## config.mk

```make
export PLATFORM = sky130hd
export DESIGN_NAME = sensor_scratchpad_rom_crc
export DESIGN_NICKNAME = d
export VERILOG_FILES = /design/src/design/sensor_scratch_pkg.sv /design/src/design/crc8_serial.sv /design/src/design/sensor_scratchpad_rom_crc.sv
export VERILOG_INCLUDE_DIRS = /design/src /design/src/design
export SDC_FILE = /design/constraint.sdc
export NUM_CORES = 1
export LEC_CHECK = 0
export ABC_CLOCK_PERIOD_IN_PS = 3300
export BUFFER_PORTS_ARGS = -buffer_cell sky130_fd_sc_hd__buf_2
export CORE_UTILIZATION = 48
export CTS_BUF_LIST = sky130_fd_sc_hd__clkbuf_4 sky130_fd_sc_hd__clkbuf_8 sky130_fd_sc_hd__clkbuf_16
export CTS_CLUSTER_SIZE = 28
export DETAILED_ROUTE_END_ITERATION = 10
export GPL_TIMING_DRIVEN = 0
export PLACE_DENSITY_LB_ADDON = 0.2
export SETUP_SLACK_MARGIN = 0.5
export SYNTH_ARGS = -nofsm -noshare
export SYNTH_HDL_FRONTEND = slang
export SYNTH_SLANG_ARGS = --single-unit
```

## constraint.sdc

```tcl
create_clock -name core_clk -period 3.3 [get_ports core_clk]
set_input_delay 0.66 -clock core_clk [delete_from_list [all_inputs] [get_ports core_clk]]
set_output_delay 0.66 -clock core_clk [all_outputs]
set_load 0.02 [all_outputs]
```

## src/design/sensor_scratch_cfg.svh

```systemverilog
// Offsets, field positions, reset values, command codes and timing counts
`ifndef SENSOR_SCRATCH_CFG_SVH
`define SENSOR_SCRATCH_CFG_SVH

// Function command codes
`define CMD_CONVERT    8'h44
`define CMD_LOAD       8'h4e
`define CMD_DUMP       8'hbe
`define CMD_COMMIT     8'h48
`define CMD_RELOAD     8'hb8

// Scratchpad byte offsets
`define OFS_TEMP_LO    4'h0
`define OFS_TEMP_HI    4'h1
`define OFS_UPPER      4'h2
`define OFS_LOWER      4'h3
`define OFS_CONFIG     4'h4
`define OFS_RSVD       4'h5
`define OFS_CHECK      4'h8

// Configuration byte fields
`define CFG_RES_MSB    6
`define CFG_RES_LSB    5
`define CFG_BIT7_VAL   1'b0
`define CFG_LOW_VAL    5'h1f
`define RES_RESET      2'h3

// Reset values and check polynomial (x^8+x^5+x^4+1, bit reversed)
`define TEMP_RESET     16'h0550
`define CRC_POLY_REFL  8'h8c

// Stream lengths in bits
`define LOAD_BITS      7'd24
`define DUMP_BITS      7'd72

// Timing
`define CLK_HZ         20000000
`define CONV_MAX_MS    750
`define NV_WRITE_MS    10
`define RELOAD_CYCLES  4

`endif

```

## src/design/sensor_scratch_pkg.sv

```systemverilog
// Types shared by the scratchpad, identifier and check logic
package sensor_scratch_pkg;

    // Sequencer states
    typedef enum logic [2:0] {
        ST_RELOAD = 3'b000,
        ST_IDLE   = 3'b001,
        ST_LOAD   = 3'b010,
        ST_DUMP   = 3'b011,
        ST_CONV   = 3'b100,
        ST_COMMIT = 3'b101
    } state_t;

    // Decoded function command from the slot engine
    typedef struct packed {
        logic       valid;
        logic [7:0] code;
    } cmd_t;

    // One bus slot: a written bit or a read request
    typedef struct packed {
        logic wr_valid;
        logic wr_bit;
        logic rd_req;
    } slot_t;

    // Result from the converter
    typedef struct packed {
        logic        valid;
        logic [15:0] value;
    } sample_t;

    // Nonvolatile image
    typedef struct packed {
        logic [7:0] upper;
        logic [7:0] lower;
        logic [1:0] res;
    } nv_t;

endpackage : sensor_scratch_pkg

```

## src/design/crc8_serial.sv

```systemverilog
// Bit-serial check byte generator folded over a whole vector
`timescale 1ns/1ps
`default_nettype none
`include "sensor_scratch_cfg.svh"

module crc8_serial #(
    parameter int NBITS = 56
) (
    input  wire logic [NBITS-1:0] data,
    output logic      [7:0]       crc
);

    // LSB first, register cleared to zero, reflected feedback
    always_comb begin : fold
        logic fb;
        fb  = 1'b0;
        crc = 8'h00;
        for (int i = 0; i < NBITS; i++) begin
            fb  = crc[0] ^ data[i];
            crc = {1'b0, crc[7:1]} ^ (fb ? `CRC_POLY_REFL : 8'h00);
        end
    end

endmodule : crc8_serial
`default_nettype wire

```

## src/design/sensor_scratchpad_rom_crc.sv

```systemverilog
// Scratchpad, nonvolatile image, identifier and check bytes of the sensor
// Functional notes
// - Identifier: family, 48-bit serial, check byte
// - Temperature bytes 0,1 are read-only
// - Bytes 2,3 limits, byte 4 configuration
// - Bytes 5 to 7 reserved, not writable
// - Byte 8 is check over bytes 0-7
// - Load takes bytes 2-4, LSB first
// - Dump shifts from byte 0 LSB upward
// - Commit copies limits and configuration to storage
// - Power-up reloads stored values into scratchpad
// - Reload: read slots give 0 busy, 1 done
// - Config bits 6:5 select resolution, default 11
// - Conversion time halves per resolution step down
// - Config bit 7 reads 0, bits 4:0 read 1
// - Check polynomial x^8 + x^5 + x^4 + 1
// - Check byte follows every scratchpad change
// - Mismatch never blocks a command sequence
// - Limits are 8-bit two's complement integers
// - Alarm when temp at/below low or at/above high
// - Temperature resets to +85 degrees encoding
`timescale 1ns/1ps
`default_nettype none
`include "sensor_scratch_cfg.svh"

module sensor_scratchpad_rom_crc
    import sensor_scratch_pkg::*;
#(
    parameter logic [7:0]  FAMILY_CODE   = 8'h5a,        // Arbitrary value
    parameter logic [47:0] SERIAL_NUMBER = 48'h0000_0000_0001, // Arbitrary value
    parameter logic [23:0] RSVD_BYTES    = 24'hff_ff_ff,
    parameter logic [7:0]  NV_UPPER_INIT = 8'h7f,
    parameter logic [7:0]  NV_LOWER_INIT = 8'h80,
    parameter int          CNT_W         = 24,
    parameter int          CONV_CYCLES   = `CONV_MAX_MS * (`CLK_HZ / 1000),
    parameter int          NV_CYCLES     = `NV_WRITE_MS * (`CLK_HZ / 1000)
) (
    input  wire logic        core_clk,
    input  wire logic        arst_n,
    input  wire logic        ce,
    input  wire cmd_t        cmd,
    input  wire slot_t       slot,
    input  wire sample_t     sample,
    output logic             rd_bit,
    output logic      [63:0] rom_code,
    output logic             alarm_flag,
    output logic             conv_start,
    output logic             pullup_req
);
    // ****************************************************************
    // Constants and helpers
    // ****************************************************************
    localparam logic [CNT_W-1:0] CONV_CNT   = CNT_W'(CONV_CYCLES);
    localparam logic [CNT_W-1:0] NV_CNT     = CNT_W'(NV_CYCLES);
    localparam logic [CNT_W-1:0] RELOAD_CNT = CNT_W'(`RELOAD_CYCLES);
    // Conversion length for a resolution code, 12 bits is full length
    function automatic logic [CNT_W-1:0] conv_cycles(input logic [1:0] res);
        conv_cycles = CONV_CNT >> (2'd3 - res);
    endfunction : conv_cycles
    // Alarm test on the integer part, signed
    function automatic logic alarm_test(input logic [15:0] t,
                                        input logic [7:0]  hi,
                                        input logic [7:0]  lo);
        alarm_test = ($signed(t[11:4]) <= $signed(lo))
                  || ($signed(t[11:4]) >= $signed(hi));
    endfunction : alarm_test
    // ****************************************************************
    // State
    // ****************************************************************
    state_t           state_reg,      state_next;      // Sequencer
    logic [CNT_W-1:0] cnt_reg,        cnt_next;        // Timer
    logic [6:0]       idx_reg,        idx_next;        // Bit index
    logic [7:0]       shift_reg,      shift_next;      // Load shifter
    logic [15:0]      temp_reg,       temp_next;       // Temperature
    logic [7:0]       upper_reg,      upper_next;      // High limit
    logic [7:0]       lower_reg,      lower_next;      // Low limit
    logic [1:0]       res_reg,        res_next;        // Resolution
    nv_t              nv_reg,         nv_next;         // Stored image
    logic [15:0]      hold_reg,       hold_next;       // Pending sample
    logic             seen_reg,       seen_next;       // Sample arrived
    logic             rd_bit_reg,     rd_bit_next;     // Slot answer
    logic             alarm_reg,      alarm_next;      // Alarm flag
    logic             start_reg,      start_next;      // Convert pulse
    logic             pullup_reg,     pullup_next;     // Pullup needed
    logic [7:0]       chk_reg,        chk_next;        // Scratch check
    logic [63:0]      rom_reg,        rom_next;        // Identifier
    logic [7:0]       cfg_byte;       // Configuration as read
    logic [63:0]      scratch_vec;    // Bytes 0 to 7
    logic [71:0]      dump_vec;       // Bytes 0 to 8
    logic [7:0]       scratch_chk;    // Check of bytes 0 to 7
    logic [7:0]       rom_chk;        // Check of identifier
    logic [7:0]       load_byte;      // Byte completed by this bit
    logic [15:0]      conv_value;     // Value to store at conversion end

    // ****************************************************************
    // Scratchpad image and check bytes
    // ****************************************************************
    // Reserved configuration bits are constants, writes never reach them
    assign cfg_byte = {`CFG_BIT7_VAL, res_reg, `CFG_LOW_VAL};
    // Byte 0 at the bottom so bit index equals stream order; bytes 5-7 fixed
    assign scratch_vec = {RSVD_BYTES, cfg_byte, lower_reg, upper_reg,
                          temp_reg};
    assign dump_vec    = {chk_reg, scratch_vec};
    // Check over scratchpad bytes 0 to 7
    crc8_serial #(
        .NBITS (64)
    ) u_scratch_chk (
        .data  (scratch_vec),
        .crc   (scratch_chk)
    );
    // Check over family code and serial number
    crc8_serial #(
        .NBITS (56)
    ) u_rom_chk (
        .data  ({SERIAL_NUMBER, FAMILY_CODE}),
        .crc   (rom_chk)
    );
    // Next check and identifier values
    always_comb begin
        chk_next = scratch_chk;
        rom_next = {rom_chk, SERIAL_NUMBER, FAMILY_CODE};
    end
    // Register check and identifier
    always_ff @(posedge core_clk or negedge arst_n) begin
        if (!arst_n) begin
            chk_reg <= 8'h00;
            rom_reg <= 64'h0;
        end else if (ce) begin
            chk_reg <= chk_next;
            rom_reg <= rom_next;
        end
    end

    // ****************************************************************
    // Sequencer
    // ****************************************************************
    assign load_byte  = {slot.wr_bit, shift_reg[7:1]};
    assign conv_value = (sample.valid) ? sample.value :
                        (seen_reg)     ? hold_reg     : temp_reg;
    // Next state of commands, slots and scratchpad contents
    always_comb begin
        state_next  = state_reg;
        cnt_next    = cnt_reg;
        idx_next    = idx_reg;
        shift_next  = shift_reg;
        temp_next   = temp_reg;
        upper_next  = upper_reg;
        lower_next  = lower_reg;
        res_next    = res_reg;
        nv_next     = nv_reg;
        hold_next   = hold_reg;
        seen_next   = seen_reg;
        rd_bit_next = rd_bit_reg;
        alarm_next  = alarm_reg;
        start_next  = 1'b0;
        pullup_next = pullup_reg;
        unique case (state_reg)
            // Copy stored image in; entered from reset and on command
            ST_RELOAD: begin
                if (slot.rd_req) begin
                    rd_bit_next = 1'b0;
                end
                if (cnt_reg == '0) begin
                    upper_next = nv_reg.upper;
                    lower_next = nv_reg.lower;
                    res_next   = nv_reg.res;
                    state_next = ST_IDLE;
                end else begin
                    cnt_next = cnt_reg - 1'b1;
                end
            end
            // Wait for a function command; idle read slots see 1
            ST_IDLE: begin
                if (slot.rd_req) begin
                    rd_bit_next = 1'b1;
                end
                if (cmd.valid) begin
                    idx_next = 7'd0;
                    if (cmd.code == `CMD_CONVERT) begin
                        state_next  = ST_CONV;
                        cnt_next    = conv_cycles(res_reg);
                        start_next  = 1'b1;
                        pullup_next = 1'b1;
                        seen_next   = 1'b0;
                    end else if (cmd.code == `CMD_LOAD) begin
                        state_next = ST_LOAD;
                    end else if (cmd.code == `CMD_DUMP) begin
                        state_next = ST_DUMP;
                    end else if (cmd.code == `CMD_COMMIT) begin
                        state_next  = ST_COMMIT;
                        cnt_next    = NV_CNT;
                        nv_next     = '{upper_reg, lower_reg, res_reg};
                        pullup_next = 1'b1;
                    end else if (cmd.code == `CMD_RELOAD) begin
                        state_next = ST_RELOAD;
                        cnt_next   = RELOAD_CNT;
                    end
                end
            end
            // Bytes 2, 3, 4 in order, LSB first; each byte lands when whole
            ST_LOAD: begin
                if (cmd.valid) begin
                    state_next = ST_IDLE;
                end else if (slot.wr_valid) begin
                    shift_next = load_byte;
                    idx_next   = idx_reg + 7'd1;
                    if (idx_reg[2:0] == 3'd7) begin
                        unique case (idx_reg[4:3])
                            2'd0:    upper_next = load_byte;
                            2'd1:    lower_next = load_byte;
                            default: res_next   =
                                load_byte[`CFG_RES_MSB:`CFG_RES_LSB];
                        endcase
                    end
                    if (idx_reg == `LOAD_BITS - 7'd1) begin
                        state_next = ST_IDLE;
                    end
                end
            end
            // Shift bytes 0 to 8 out; no check on what the master does
            ST_DUMP: begin
                if (cmd.valid) begin
                    state_next = ST_IDLE;
                end else if (slot.rd_req) begin
                    if (idx_reg < `DUMP_BITS) begin
                        rd_bit_next = dump_vec[idx_reg];
                        idx_next    = idx_reg + 7'd1;
                    end else begin
                        rd_bit_next = 1'b1;
                    end
                end
            end
            // Conversion runs on the strong pullup; slots are not expected
            ST_CONV: begin
                if (sample.valid) begin
                    hold_next = sample.value;
                    seen_next = 1'b1;
                end
                if (cnt_reg == '0) begin
                    temp_next   = conv_value;
                    alarm_next  = alarm_test(conv_value, upper_reg,
                                             lower_reg);
                    pullup_next = 1'b0;
                    state_next  = ST_IDLE;
                end else begin
                    cnt_next = cnt_reg - 1'b1;
                end
            end
            // Nonvolatile write time on the strong pullup
            ST_COMMIT: begin
                if (cnt_reg == '0) begin
                    pullup_next = 1'b0;
                    state_next  = ST_IDLE;
                end else begin
                    cnt_next = cnt_reg - 1'b1;
                end
            end
            // Unused codes recover to idle
            default: begin
                state_next = ST_IDLE;
            end
        endcase
    end

    // Register sequencer and scratchpad; power-up starts with a reload
    always_ff @(posedge core_clk or negedge arst_n) begin
        if (!arst_n) begin
            state_reg  <= ST_RELOAD;
            cnt_reg    <= RELOAD_CNT;
            idx_reg    <= 7'd0;
            shift_reg  <= 8'h00;
            temp_reg   <= `TEMP_RESET;
            upper_reg  <= 8'h00;
            lower_reg  <= 8'h00;
            res_reg    <= `RES_RESET;
            nv_reg     <= '{NV_UPPER_INIT, NV_LOWER_INIT, `RES_RESET};
            hold_reg   <= 16'h0000;
            seen_reg   <= 1'b0;
            rd_bit_reg <= 1'b1;
            alarm_reg  <= 1'b0;
            start_reg  <= 1'b0;
            pullup_reg <= 1'b0;
        end else if (ce) begin
            state_reg  <= state_next;
            cnt_reg    <= cnt_next;
            idx_reg    <= idx_next;
            shift_reg  <= shift_next;
            temp_reg   <= temp_next;
            upper_reg  <= upper_next;
            lower_reg  <= lower_next;
            res_reg    <= res_next;
            nv_reg     <= nv_next;
            hold_reg   <= hold_next;
            seen_reg   <= seen_next;
            rd_bit_reg <= rd_bit_next;
            alarm_reg  <= alarm_next;
            start_reg  <= start_next;
            pullup_reg <= pullup_next;
        end
    end

    // Outputs straight from flip-flops
    assign rd_bit     = rd_bit_reg;
    assign rom_code   = rom_reg;
    assign alarm_flag = alarm_reg;
    assign conv_start = start_reg;
    assign pullup_req = pullup_reg;
endmodule : sensor_scratchpad_rom_crc
`default_nettype wire

```

[Yosys cells after proc, flatten, opt, wreduce, memory -nomap -nowiden]
Cells that the tools add are included.
Storage, ports and cells
  word-level logic and storage cells: 328
  bits of input ports: 32
  output and inout port bits: 68
  bits in registers: 124
Operators by class
  reductions and logical operators: 28
  add/sub/neg operators: 3
  bitwise logic cells: 100
  shift-type cells: 1
  eq/ne operators: 39
  mux-type cells: 133
  magnitude comparators: 4
Operators by type and width (number)
  two-way mux 8 bit: 74
  bitwise XOR 7 x 8 -> 8 bit: 63
  two-way mux 24 bit: 7
  AND reduction 7 bit: 7
  one-hot mux 24 bit (2 select lines): 1
  two-way mux 7 bit: 6
  two-way mux 3 bit: 11
  bitwise XOR 1 bit: 33
  two-way mux 16 bit: 2
  one-hot mux 8 bit (2 select lines): 2
  inequality test 2 bit (second input constant): 15
  == test 8 x 7 -> 1 bit (second input constant): 3
  logical NOT 24 bit: 1
  right shift 24 x 2 -> 24 bit (first input constant): 1
  subtractor 24 x 1 -> 24 bit (second input constant): 1
  one-hot mux 7 bit (3 select lines): 1
  two-way mux 1 bit: 18
  == test 8 bit (second input constant): 2
  inequality test 3 bit (second input constant): 5
  one-hot mux 3 bit (4 select lines): 1
  two-way mux 2 bit: 5
  nonzero test 2 bit: 5
  == test 3 bit (second input constant): 3
  >= comparator 8 bit: 1
  other kinds (28): 40

[Logic depth before layout (Yosys ltp)]
Gate-level depths: netlist of the first run.
  depth after elaboration: 160
  depth in mapped cells: 14
  gate-level depth less buffers: 13

[By module]
Synthesis of the first run repeated with hierarchy kept, for this count alone.
Second synthesis, totals
  cells, all modules: 1083
  area, all modules: 11994.0 um2
Modules (own cells, without submodules)
  sensor_scratchpad_rom_crc: area an instance 7756.2 um2, cells an instance 761, times used 1, sequential area each 3300.7 um2
  crc8_serial at u_scratch_chk: area an instance 2273.4 um2, cells an instance 165, times used 1, sequential area each 0.0 um2
  crc8_serial at u_rom_chk: area an instance 1964.4 um2, cells an instance 157, times used 1, sequential area each 0.0 um2

[Least setup slack after synthesis of the first run]
Ideal clock, no wire load.
  path type: register to register
  start: register cnt_reg[0]
  end: register upper_reg[7]
  stages on the path, launching flop included: 13
  path slack: 0.250 ns
  arrival: 2.972 ns
  buffers on the path: 1
  clock period less this slack: 3.050 ns
  library setup time: 0.077 ns
  data required time: 3.223 ns
  cells stage by stage: dfrtp_1 > inv_1 > ha_1 > or3b_2 > nor4b_2 > nand3b_1 > or4_4 > o21ai_2 > nand3_2 > a21oi_4 > buf_6 > nor2_1 > a21oi_1
Between the ends
  longest elaborated chain between the ends: 3
Ends and longest elaborated chain
  start, declared: RTL line sensor_scratchpad_rom_crc.sv:71  | logic [CNT_W-1:0] cnt_reg, cnt_next;
  start signal, assigned: RTL line sensor_scratchpad_rom_crc.sv:285  | cnt_reg <= cnt_next;
  logical NOT 24 bit: RTL line sensor_scratchpad_rom_crc.sv:163  | if (cnt_reg == '0) begin
  inequality test 2 bit (no source line)
  AND reduction 7 bit (no source line)
  end signal, assigned: RTL line sensor_scratchpad_rom_crc.sv:289  | upper_reg <= upper_next;
  end, declared: RTL line sensor_scratchpad_rom_crc.sv:75  | logic [7:0] upper_reg, upper_next;
No other way between the ends.
A chain may end at the register's enable or synchronous reset.

[Worst setup path after layout of the first run]
  start: register cnt_reg[0]
  end: register res_reg[1]
Between the ends
  longest elaborated chain between the ends: 3
Ends and longest elaborated chain
  logical NOT 24 bit: RTL line sensor_scratchpad_rom_crc.sv:163
  inequality test 2 bit (no source line)
  AND reduction 7 bit (no source line)
  end signal, assigned: RTL line sensor_scratchpad_rom_crc.sv:275  | res_reg <= `RES_RESET;
  end signal, assigned: RTL line sensor_scratchpad_rom_crc.sv:291  | res_reg <= res_next;
  end, declared: RTL line sensor_scratchpad_rom_crc.sv:77  | logic [1:0] res_reg, res_next;
No other way between the ends.

==> results.toml, run 1 <==
[power]
power_switching_share_pct = 38.2
powerDensity_nw_per_um2 = 670
share_seq_of_total_power_pct = 28.8
power.internal_w = 0.00449
leakagePower_nw = 4.98
power_frac_comb_pct = 43.8
power.switching_w = 0.00278
irDropWorstVdd_v = 0.000574
p_clk_share_pct = 27.4
p_total_w = 0.00728

[synthesis]
ys_types = 64
muxShareOfSynthArea_pct = 8.07
synth_compound_area_share_pct = 16.3
syn-cell-area_um2 = 8110
synthXorXnorAreaFrac_pct = 11.2
yosysWarnings = 0
avgSynthCellArea_um2 = 9.29
synth.most_common_cell = "dfrtp_1"
synth_edf_count = 0
synth_flop_cell = "dfrtp_1"
synth_cells = 873
async_flop_share_pct = 100
ys_top_cells_by_area = "dfrtp_1 32%, xnor2_1 6.2%, dfstp_2 5.8%"
synth_top_family_by_area = "compound AO/OA/AOI/OAI gates"
ys_ff_latch = 123
synth_top_area_cell = "dfrtp_1"
yosys.area_share.simple_pct = 13.1
synth_seq_area_share_pct = 38.2
synth_common_cells = "105 x dfrtp_1, 90 x a21oi_1, 79 x o21ai_0"
synth_top_area_share_pct = 32.4
synth_fa_ha_area_share_pct = 3.55

[route]
num_vias = 7183
via_per_inst = 5.59
ant_nets = 0
finalWirelength_um = 22800
drc_errors = 0
post_drt_wl_per_cell_um = 17.7
drtIter0Drc = 688
dr.pass1.iters = 6

[global_route]
grt_use_met3_pct = 4.46
grt.total_usage_pct = 25.8
overflow = 0
grt_pass1_vias = 6612
grt_max_degree = 67
top_usage_layer = "met2"
grtUsageMet2_pct = 43.5
grtUsageMet1_pct = 32.3
antenna_found_initial = 0
grt_pass1_wl_um = 34900

[timing]
finClkSkew_ps = 11.2
worst_slew_pin_slew_ps = 1360
final_max_slew_viol_count = 0
fin_crit_ps = 3130
fmax_ghz = 0.319
period_share_pct = 95.0
timing.hold.ws_ps = 184
rsz0062_at_grt = "yes"
max_slew_margin_pct = 8.27
setup_viol = 0
finalHoldViolations = 0

[placed_design]
place_congestion = 0.853
dp_hpwl_um = 14500
port-buffer-count = 40
dp_cells = 1191
placed_area_um2 = 8910

[finish]
final_layout_size_suffix_gt1_share_pct = 37.8
stdcell_area_um2 = 10900
largest_reg_flops = 24
syn_to_final_growth_pct = 34.0
fill_cells = 1251
nets = 1108
fin_cells = 1286
diodes = 0

[clock_network]
cts_sinks = 123
cts_root_buf = "clkbuf_16"
ctsHoldBuffers = 0
cts_made_buffers = 17
cts_tree = "done"
cts_buffer_depth = 2
path_clk_slew_ps = 60
clk_latency_ps = 430
ctsHtreeMaxLevel = 4

[critical_path]
cp_max_fo = 4
crit_path_top_delay_cell = "or4_4"
start_kind = "flop"
setup.worst_path.end_class = "flop"
cpLargestDelayFamily = "simple AND/OR/NAND/NOR gates"
critPathKind = "reg -> reg"
path_buf_inv = 2
reg2regPathDepth = 12
critical-path-max-stage-delay_ps = 570
arrival_ps = 3470
cp.depth = 12
path_cells = "inv_2 > ha_4 > or3b_4 > nor4b_4 > nand3b_1 > or4_4 > o21ai_4 > nand3_4 > buf_4 > a21o_4 > a211oi_2 > a21oi_1"
crit_required_ps = 3640

[outcome]
status = "finished, final reports clean"

[die]
fp.coreArea_um2 = 16500
start_util_pct = 49.1
io_pins = 100
die_y_um = 132
die-area_um2 = 17400
chipWidth_um = 132
num_rows = 47

[run]
cap_violations = 0

[min_path]
hold_class = "in -> async"
==> what timing repair did <==
action                                 in CTS  in global routing
endpoints found under the hold margin       0                  0
setup endpoints to repair                  86                 84
gates resized for setup                   121                112
pin swaps                                  38                 38
setup buffers                              33                 24
gates cloned                                6                  0
==> metrics by stage <==
| step | TNS, ps | setup WS [ps] | utilization [%] |
|---|---|---|---|
| 4_1_cts | 0 | 303 | 62.1 |
| 3_5_place_dp | -3580 | -224 | 53.9 |
| 2_1_floorplan | 0 | 413 | - |
| 6_report | 0 | 167 | 65.8 |
| 5_1_grt | 0 | 92.2 | 65.8 |
| 3_3_place_gp | -8740 | -206 | 53.7 |
==> worst register-to-register path, delay by kind of cell (launching register included) <==
family	cells	cell delay (ps)
AND/OR/NAND/NOR	5	1610
adder cells (fa/ha/maj)	1	140
buffers and inverters	2	270
AO/OA/AOI/OAI	4	630
flip-flops	1	400
==> final cells by class <==
class | instances | area, um^2 | area share, %
multi-input cells | 672 | 5170 | 47.6
repair buffers | 104 | 807 | 7.42
clock buffers | 18 | 439 | 4.04
well taps | 220 | 275 | 2.53
inverters | 31 | 116 | 1.07
plain buffers | 104 | 768 | 7.07
flip-flops and latches | 123 | 3100 | 28.5
clock inverters | 14 | 186 | 1.72
==> cell usage in the layout, fill, tap and decap left out, drive strengths merged, types with 7 or more instances in the layout <==
master / instances
xnor2: 59
dfstp: 18
nor4: 8
and3: 20
o21ai: 82
nand3: 9
conb: 58
a31oi: 10
mux2: 28
xnor3: 8
dfrtp: 105
a21oi: 92
mux2i: 11
a22oi: 8
inv: 34
nor3: 12
mux4: 10
a21o: 9
xor2: 20
clkbuf: 44
nor2: 72
buf: 182
nand2: 74
clkinv: 7
ha: 23
==> power by group through the flow <==
stage | sequential, W | clock, W | combinational [W]
final | 0.00210 | 0.00200 | 0.00319
after CTS | 0.00207 | 0.00201 | 0.00280
after global routing | 0.00213 | 0.00207 | 0.00341
after detailed placement | 0.00208 | 0 | 0.00234
after global placement | 0.00207 | 0 | 0.00230
after floorplan | 0.00202 | 0 | 0.00185
==> per-layer routing <==
layer  up-vias  share of wire [%]
li1       3311                  -
met1      3450                 40
met2       340                 50
met3        82                6.4
met4         0                3.1
met5         -                  0
==> kinds of logic (layout without fill, tap and decap cells) <==
logic type                 Yosys count  in the layout
DFF                                123            123
other                                1             58
buffers and inverters              135            271
adders and majority gates           23             23
xor gates and xnor gates            87             87
and+or+nand+nor                    225            225
AOI/OAI and AO/OA                  230            230
muxes                               49             49
==> path summary, 6_finish.rpt <==
kind                       startpoint           to  slack (ps)
setup reg to reg           cnt_reg[0]   res_reg[1]         170
min in group core_clk       sample[6]  hold_reg[6]         470
hold reg to reg            conv_start   conv_start         480
hold / removal                 arst_n   cnt_reg[1]         180
max in group asynchronous      arst_n   nv_reg[15]        2350
setup / recovery           cnt_reg[0]   res_reg[1]         170
Note: power is estimated with default switching activity, not from simulation.
==> run 2: changes to the inputs <==
--- a/config.mk
+++ b/config.mk
@@ -6,7 +6,7 @@
 export SDC_FILE = /design/constraint.sdc
 export NUM_CORES = 1
 export LEC_CHECK = 0
-export ABC_CLOCK_PERIOD_IN_PS = 3300
+export ABC_CLOCK_PERIOD_IN_PS = 2540
 export BUFFER_PORTS_ARGS = -buffer_cell sky130_fd_sc_hd__buf_2
 export CORE_UTILIZATION = 48
 export CTS_BUF_LIST = sky130_fd_sc_hd__clkbuf_4 sky130_fd_sc_hd__clkbuf_8 sky130_fd_sc_hd__clkbuf_16
==> constraint.sdc (replaced) <==
create_clock -name core_clk -period 2.54 [get_ports core_clk]
set_input_delay 0.508 -clock core_clk [delete_from_list [all_inputs] [get_ports core_clk]]
set_output_delay 0.508 -clock core_clk [all_outputs]
set_load 0.02 [all_outputs]
==> results.toml, run 2 (synthesized netlist as in run 1, its figures left out) <==
[outcome]
status = "complete, but fails checks"
violations = "setup timing"

[route]
finalWirelength_um = 21100
ant_nets = 0
via_per_inst = 5.39
num_vias = 6893
dr.pass1.iters = 5
drc_errors = 0
drtIter0Drc = 449
post_drt_wl_per_cell_um = 16.5

[finish]
final_layout_size_suffix_gt1_share_pct = 37.5
diodes = 0
fin_cells = 1280
syn_to_final_growth_pct = 33.6
final_common_cell = "buf_4"
largest_reg_flops = 24
fin_util_pct = 65.6
nets = 1102
stdcell_area_um2 = 10800
final_cell_mix = "101 x buf_4, 100 x dfrtp_1, 79 x a21oi_1"

[global_route]
antenna_found_initial = 0
grt_pass1_vias = 6533
grt.total_usage_pct = 24.8
overflow = 0
grt_pass1_wl_um = 33900
grt_max_degree = 72

[timing]
setup_slack_ps = -473
final.setup.tns_ps = -23570
worst_slew_pin_slew_ps = 694
rsz0062_at_grt = "yes"
period_share_pct = 119
fin_crit_ps = 3010
finalHoldViolations = 0
setup_viol = 69
max_slew_margin_pct = 53.4
finClkSkew_ps = 11.4
fmax_ghz = 0.332
final_max_slew_viol_count = 0
timing.hold.ws_ps = 27.7

[power]
power_switching_share_pct = 36.6
power_frac_comb_pct = 43.7
irDropWorstVdd_v = 0.000520
power.internal_w = 0.00586
share_seq_of_total_power_pct = 29.3
powerDensity_nw_per_um2 = 853
p_clk_share_pct = 27.0
power.switching_w = 0.00338
leakagePower_nw = 5.00

[critical_path]
critPathKind = "reg -> reg"
path_buf_inv = 3
crit_required_ps = 2840
critical-path-max-stage-delay_ps = 480
reg2regPathDepth = 11
cp_max_fo = 6
arrival_ps = 3310
cp.depth = 11
crit_path_top_delay_cell = "or4_4"
cpLargestDelayFamily = "simple AND/OR/NAND/NOR gates"
setup.worst_path.end_class = "flop"
start_kind = "flop"
path_cells = "inv_2 > ha_4 > or3b_4 > nor4b_4 > nand3b_1 > or4_4 > buf_12 > o21ai_4 > buf_6 > nor2_2 > o22a_1"

[clock_network]
cts_made_buffers = 17
ctsHtreeMaxLevel = 4
cts_tree = "done"
cts_root_buf = "clkbuf_16"
clk_latency_ps = 420
path_clk_slew_ps = 60
cts_sinks = 123
cts_buffer_depth = 2

[placed_design]
dp_cells = 1191
place_congestion = 0.885
port-buffer-count = 40
dp_hpwl_um = 14400
placed_area_um2 = 9050

[die]
die-area_um2 = 17400
chipWidth_um = 132
die_y_um = 132
num_rows = 47
fp.coreArea_um2 = 16500
start_util_pct = 49.1
io_pins = 100

[min_path]
hold_class = "in -> async"

[run]
cap_violations = 0
## run 2: cell types whose count changed in the layout (fill, tap and decap cells not counted), moves of 5 or more
cell / delta
buf_6: -8
clkbuf_1: -7
clkbuf_8: +7
nand2_1: +5
nor2_1: +10
nor2_2: -7
o21ai_0: -18
o21ai_1: +18
xnor2_2: +5
## run 2: layout make-up
type / instances / area [um^2]
fill: 1272 / 5690
multi-input combinational: 672 / 5130
sequential: 123 / 3110
buffer: 104 / 833
timing repair buffer: 98 / 769
clock buffer: 20 / 460
tap: 220 / 275
clock inverter: 12 / 148
inverter: 31 / 116
## run 2: worst paths after layout
check                                start            to  slack (ps)
worst max-delay path            cnt_reg[1]   cnt_reg[17]        -470
worst min-delay path                arst_n    cnt_reg[0]          30
worst max register to register  cnt_reg[1]   cnt_reg[17]        -470
worst min register to register  nv_reg[14]    nv_reg[14]         470
max in group asynchronous           arst_n    nv_reg[15]        1750
min in group core_clk           sample[15]  temp_reg[15]         330
## run 2: layer usage
layer / share of wire (%) / wire length, um / track usage (%)
met4: 1.9 / 399 / 9.30
met2: 49 / 10400 / 40.7
met1: 43 / 9140 / 32.6
met3: 5.8 / 1230 / 4.54
met5: 0 / 0 / 0
## run 2: timing repair
item	4_1_cts	5_1_grt
hold buffers	0	0
setup buffers	42	9
pin swaps	49	25
endpoints found under the setup margin	122	106
gates cloned	6	0
resized for setup	142	59
## run 2: power groups by stage
stage	sequential [W]	combinational, W	clock [W]
floorplan	0.00263	0.00248	0
detailed placement	0.00270	0.00311	0
finish	0.00271	0.00404	0.00249
global placement	0.00270	0.00306	0
global route	0.00275	0.00438	0.00261
CTS	0.00269	0.00376	0.00252
## run 2: stage by stage
stage	worst slack [ps]	total power, W
after CTS	-429	0.00897
after detailed placement	-881	0.00581
final	-473	0.00925
after global placement	-885	0.00576
after global routing	-551	0.00974
after floorplan	-347	0.00511
==> run 3: changes to the inputs <==
--- a/config.mk
+++ b/config.mk
@@ -6,7 +6,7 @@
 export SDC_FILE = /design/constraint.sdc
 export NUM_CORES = 1
 export LEC_CHECK = 0
-export ABC_CLOCK_PERIOD_IN_PS = 2540
+export ABC_CLOCK_PERIOD_IN_PS = 3250
 export BUFFER_PORTS_ARGS = -buffer_cell sky130_fd_sc_hd__buf_2
 export CORE_UTILIZATION = 48
 export CTS_BUF_LIST = sky130_fd_sc_hd__clkbuf_4 sky130_fd_sc_hd__clkbuf_8 sky130_fd_sc_hd__clkbuf_16
@@ -14,7 +14,7 @@
 export DETAILED_ROUTE_END_ITERATION = 10
 export GPL_TIMING_DRIVEN = 0
 export PLACE_DENSITY_LB_ADDON = 0.2
-export SETUP_SLACK_MARGIN = 0.5
+export SETUP_SLACK_MARGIN = 0.02
 export SYNTH_ARGS = -nofsm -noshare
 export SYNTH_HDL_FRONTEND = slang
 export SYNTH_SLANG_ARGS = --single-unit
==> constraint.sdc (replaced) <==
create_clock -name core_clk -period 3.25 [get_ports core_clk]
set_input_delay 0.65 -clock core_clk [delete_from_list [all_inputs] [get_ports core_clk]]
set_output_delay 0.65 -clock core_clk [all_outputs]
set_load 0.02 [all_outputs]
==> results.toml, run 3 (synthesized netlist as in run 1, its figures left out) <==
[finish]
fin_util_pct = 57.9
final_cell_mix = "105 x dfrtp_1, 89 x a21oi_1, 79 x o21ai_0"
final_common_cell = "dfrtp_1"
final_layout_size_suffix_gt1_share_pct = 23.7
syn_to_final_growth_pct = 18.0
fill_cells = 1442
nets = 1053
largest_reg_flops = 24
diodes = 0

[placed_design]
dp_hpwl_um = 14400
place_congestion = 0.848
port-buffer-count = 40

[outcome]
status = "finished, final reports clean"

[route]
drc_errors = 0
met3_length_um = 1160
post_drt_wl_per_cell_um = 16.0
route.met2.wl_um = 9430
dr.pass1.iters = 5
num_vias = 6613
ant_nets = 0
drtIter0Drc = 392
highest_layer = "met4"
m1WireLength_um = 8630
via_per_inst = 5.37
finalWirelength_um = 19800

[min_path]
hold_class = "in -> async"

[power]
irDropWorstVdd_v = 0.000477
leakagePower_nw = 4.44
powerDensity_nw_per_um2 = 666
p_total_w = 0.00637

[timing]
fin_crit_ps = 3110
finalHoldViolations = 0
worst_slew_pin_slew_ps = 1110
finClkSkew_ps = 9.03
fmax_ghz = 0.322
max_slew_margin_pct = 25.2
final_max_slew_viol_count = 0
period_share_pct = 95.6
setup_viol = 0
final.setup.tns_ps = 0

[critical_path]
crit_path_top_delay_cell = "or4b_1"
arrival_ps = 3400
path_cells = "buf_2 > or4b_1 > nor4_4 > nor3_1 > a21oi_1 > a21boi_1 > o21ai_0 > nand2_1 > o21ai_0"
critical-path-max-stage-delay_ps = 620
critPathKind = "in -> reg"
setup.worst_path.end_class = "flop"
start_kind = "primary input"
crit_required_ps = 3540
cp_max_fo = 9
critPathMostFrequentCell = "o21ai_0"

[clock_network]
cts_tree = "done"
ctsHtreeMaxLevel = 4
path_clk_slew_ps = 60
cts_root_buf = "clkbuf_16"
clk_latency_ps = 420
cts_buffer_depth = 2
ctsHoldBuffers = 0
cts_made_buffers = 17
cts_sinks = 123

[die]
fp.coreArea_um2 = 16500
start_util_pct = 49.1
num_rows = 47
io_pins = 100
die_y_um = 132
die-area_um2 = 17400
chipWidth_um = 132

[run]
cap_violations = 0

[global_route]
grt_pass1_wl_um = 32600
grt.total_usage_pct = 23.8
grt_max_degree = 71
overflow = 0
grt_pass1_vias = 6310
antenna_found_initial = 0
-- run 3: final timing paths --
kind                       slack (ps)  cells past startpoint           end        start
max reg2reg                       190                     10  upper_reg[6]  cnt_reg[17]
max                               140                      9    cnt_reg[6]       cmd[4]
min                               180                      1    cnt_reg[6]       arst_n
max in group asynchronous        2310                      2    nv_reg[14]       arst_n
min in group core_clk             470                      2   hold_reg[5]    sample[5]
min reg2reg                       480                      2     nv_reg[4]    nv_reg[4]
-- run 3: power by group --
part           internal (W)  switching [W]  leakage, nW  total (W)
Sequential          0.00184       0.000268         1.57    0.00211
Clock               0.00117       0.000700        0.283    0.00187
Combinational       0.00104        0.00136         2.59    0.00240
Total               0.00405        0.00233         4.44    0.00637
-- run 3: what timing repair did --
item	4_1_cts	5_1_grt
cloned	0	0
setup endpoints to repair	60	57
setup buffers	8	2
pin swaps	2	2
resized for setup	9	13
-- run 3: stage by stage --
stage / worst slack [ps] / area, um^2 / instances / hold WS [ps]
2_1_floorplan: 200 / 8330 / 930 / 354
3_3_place_gp: -826 / 8800 / 1190 / 463
3_5_place_dp: -818 / 8840 / 1191 / 471
4_1_cts: 22.1 / 9510 / 1230 / 182
5_1_grt: -11.8 / 9570 / 1231 / 203
6_report: 143 / 9570 / 1231 / 175
-- run 3: area by class of cell --
type / instances / area, um^2 / share of cell area, %
multi-input cells: 672 / 4530 / 47.4
flip-flops and latches: 123 / 3100 / 32.4
plain buffers: 102 / 657 / 6.86
clock buffers: 21 / 462 / 4.82
repair buffers: 51 / 309 / 3.23
well taps: 220 / 275 / 2.88
clock inverters: 11 / 120 / 1.25
inverters: 31 / 116 / 1.22
-- run 3: critical path, delay by kind of cell --
family / cells / cell delay, ps
buffers and inverters: 1 / 100
AND/OR/NAND/NOR: 4 / 1460
AO/OA/AOI/OAI: 4 / 1190
-- run 3: metal layers --
layer / track usage (%) / up-vias
met5: 0 / -
met4: 9.63 / 0
met3: 5.77 / 48
met2: 38.1 / 216
met1: 30.9 / 3150
li1: - / 3199
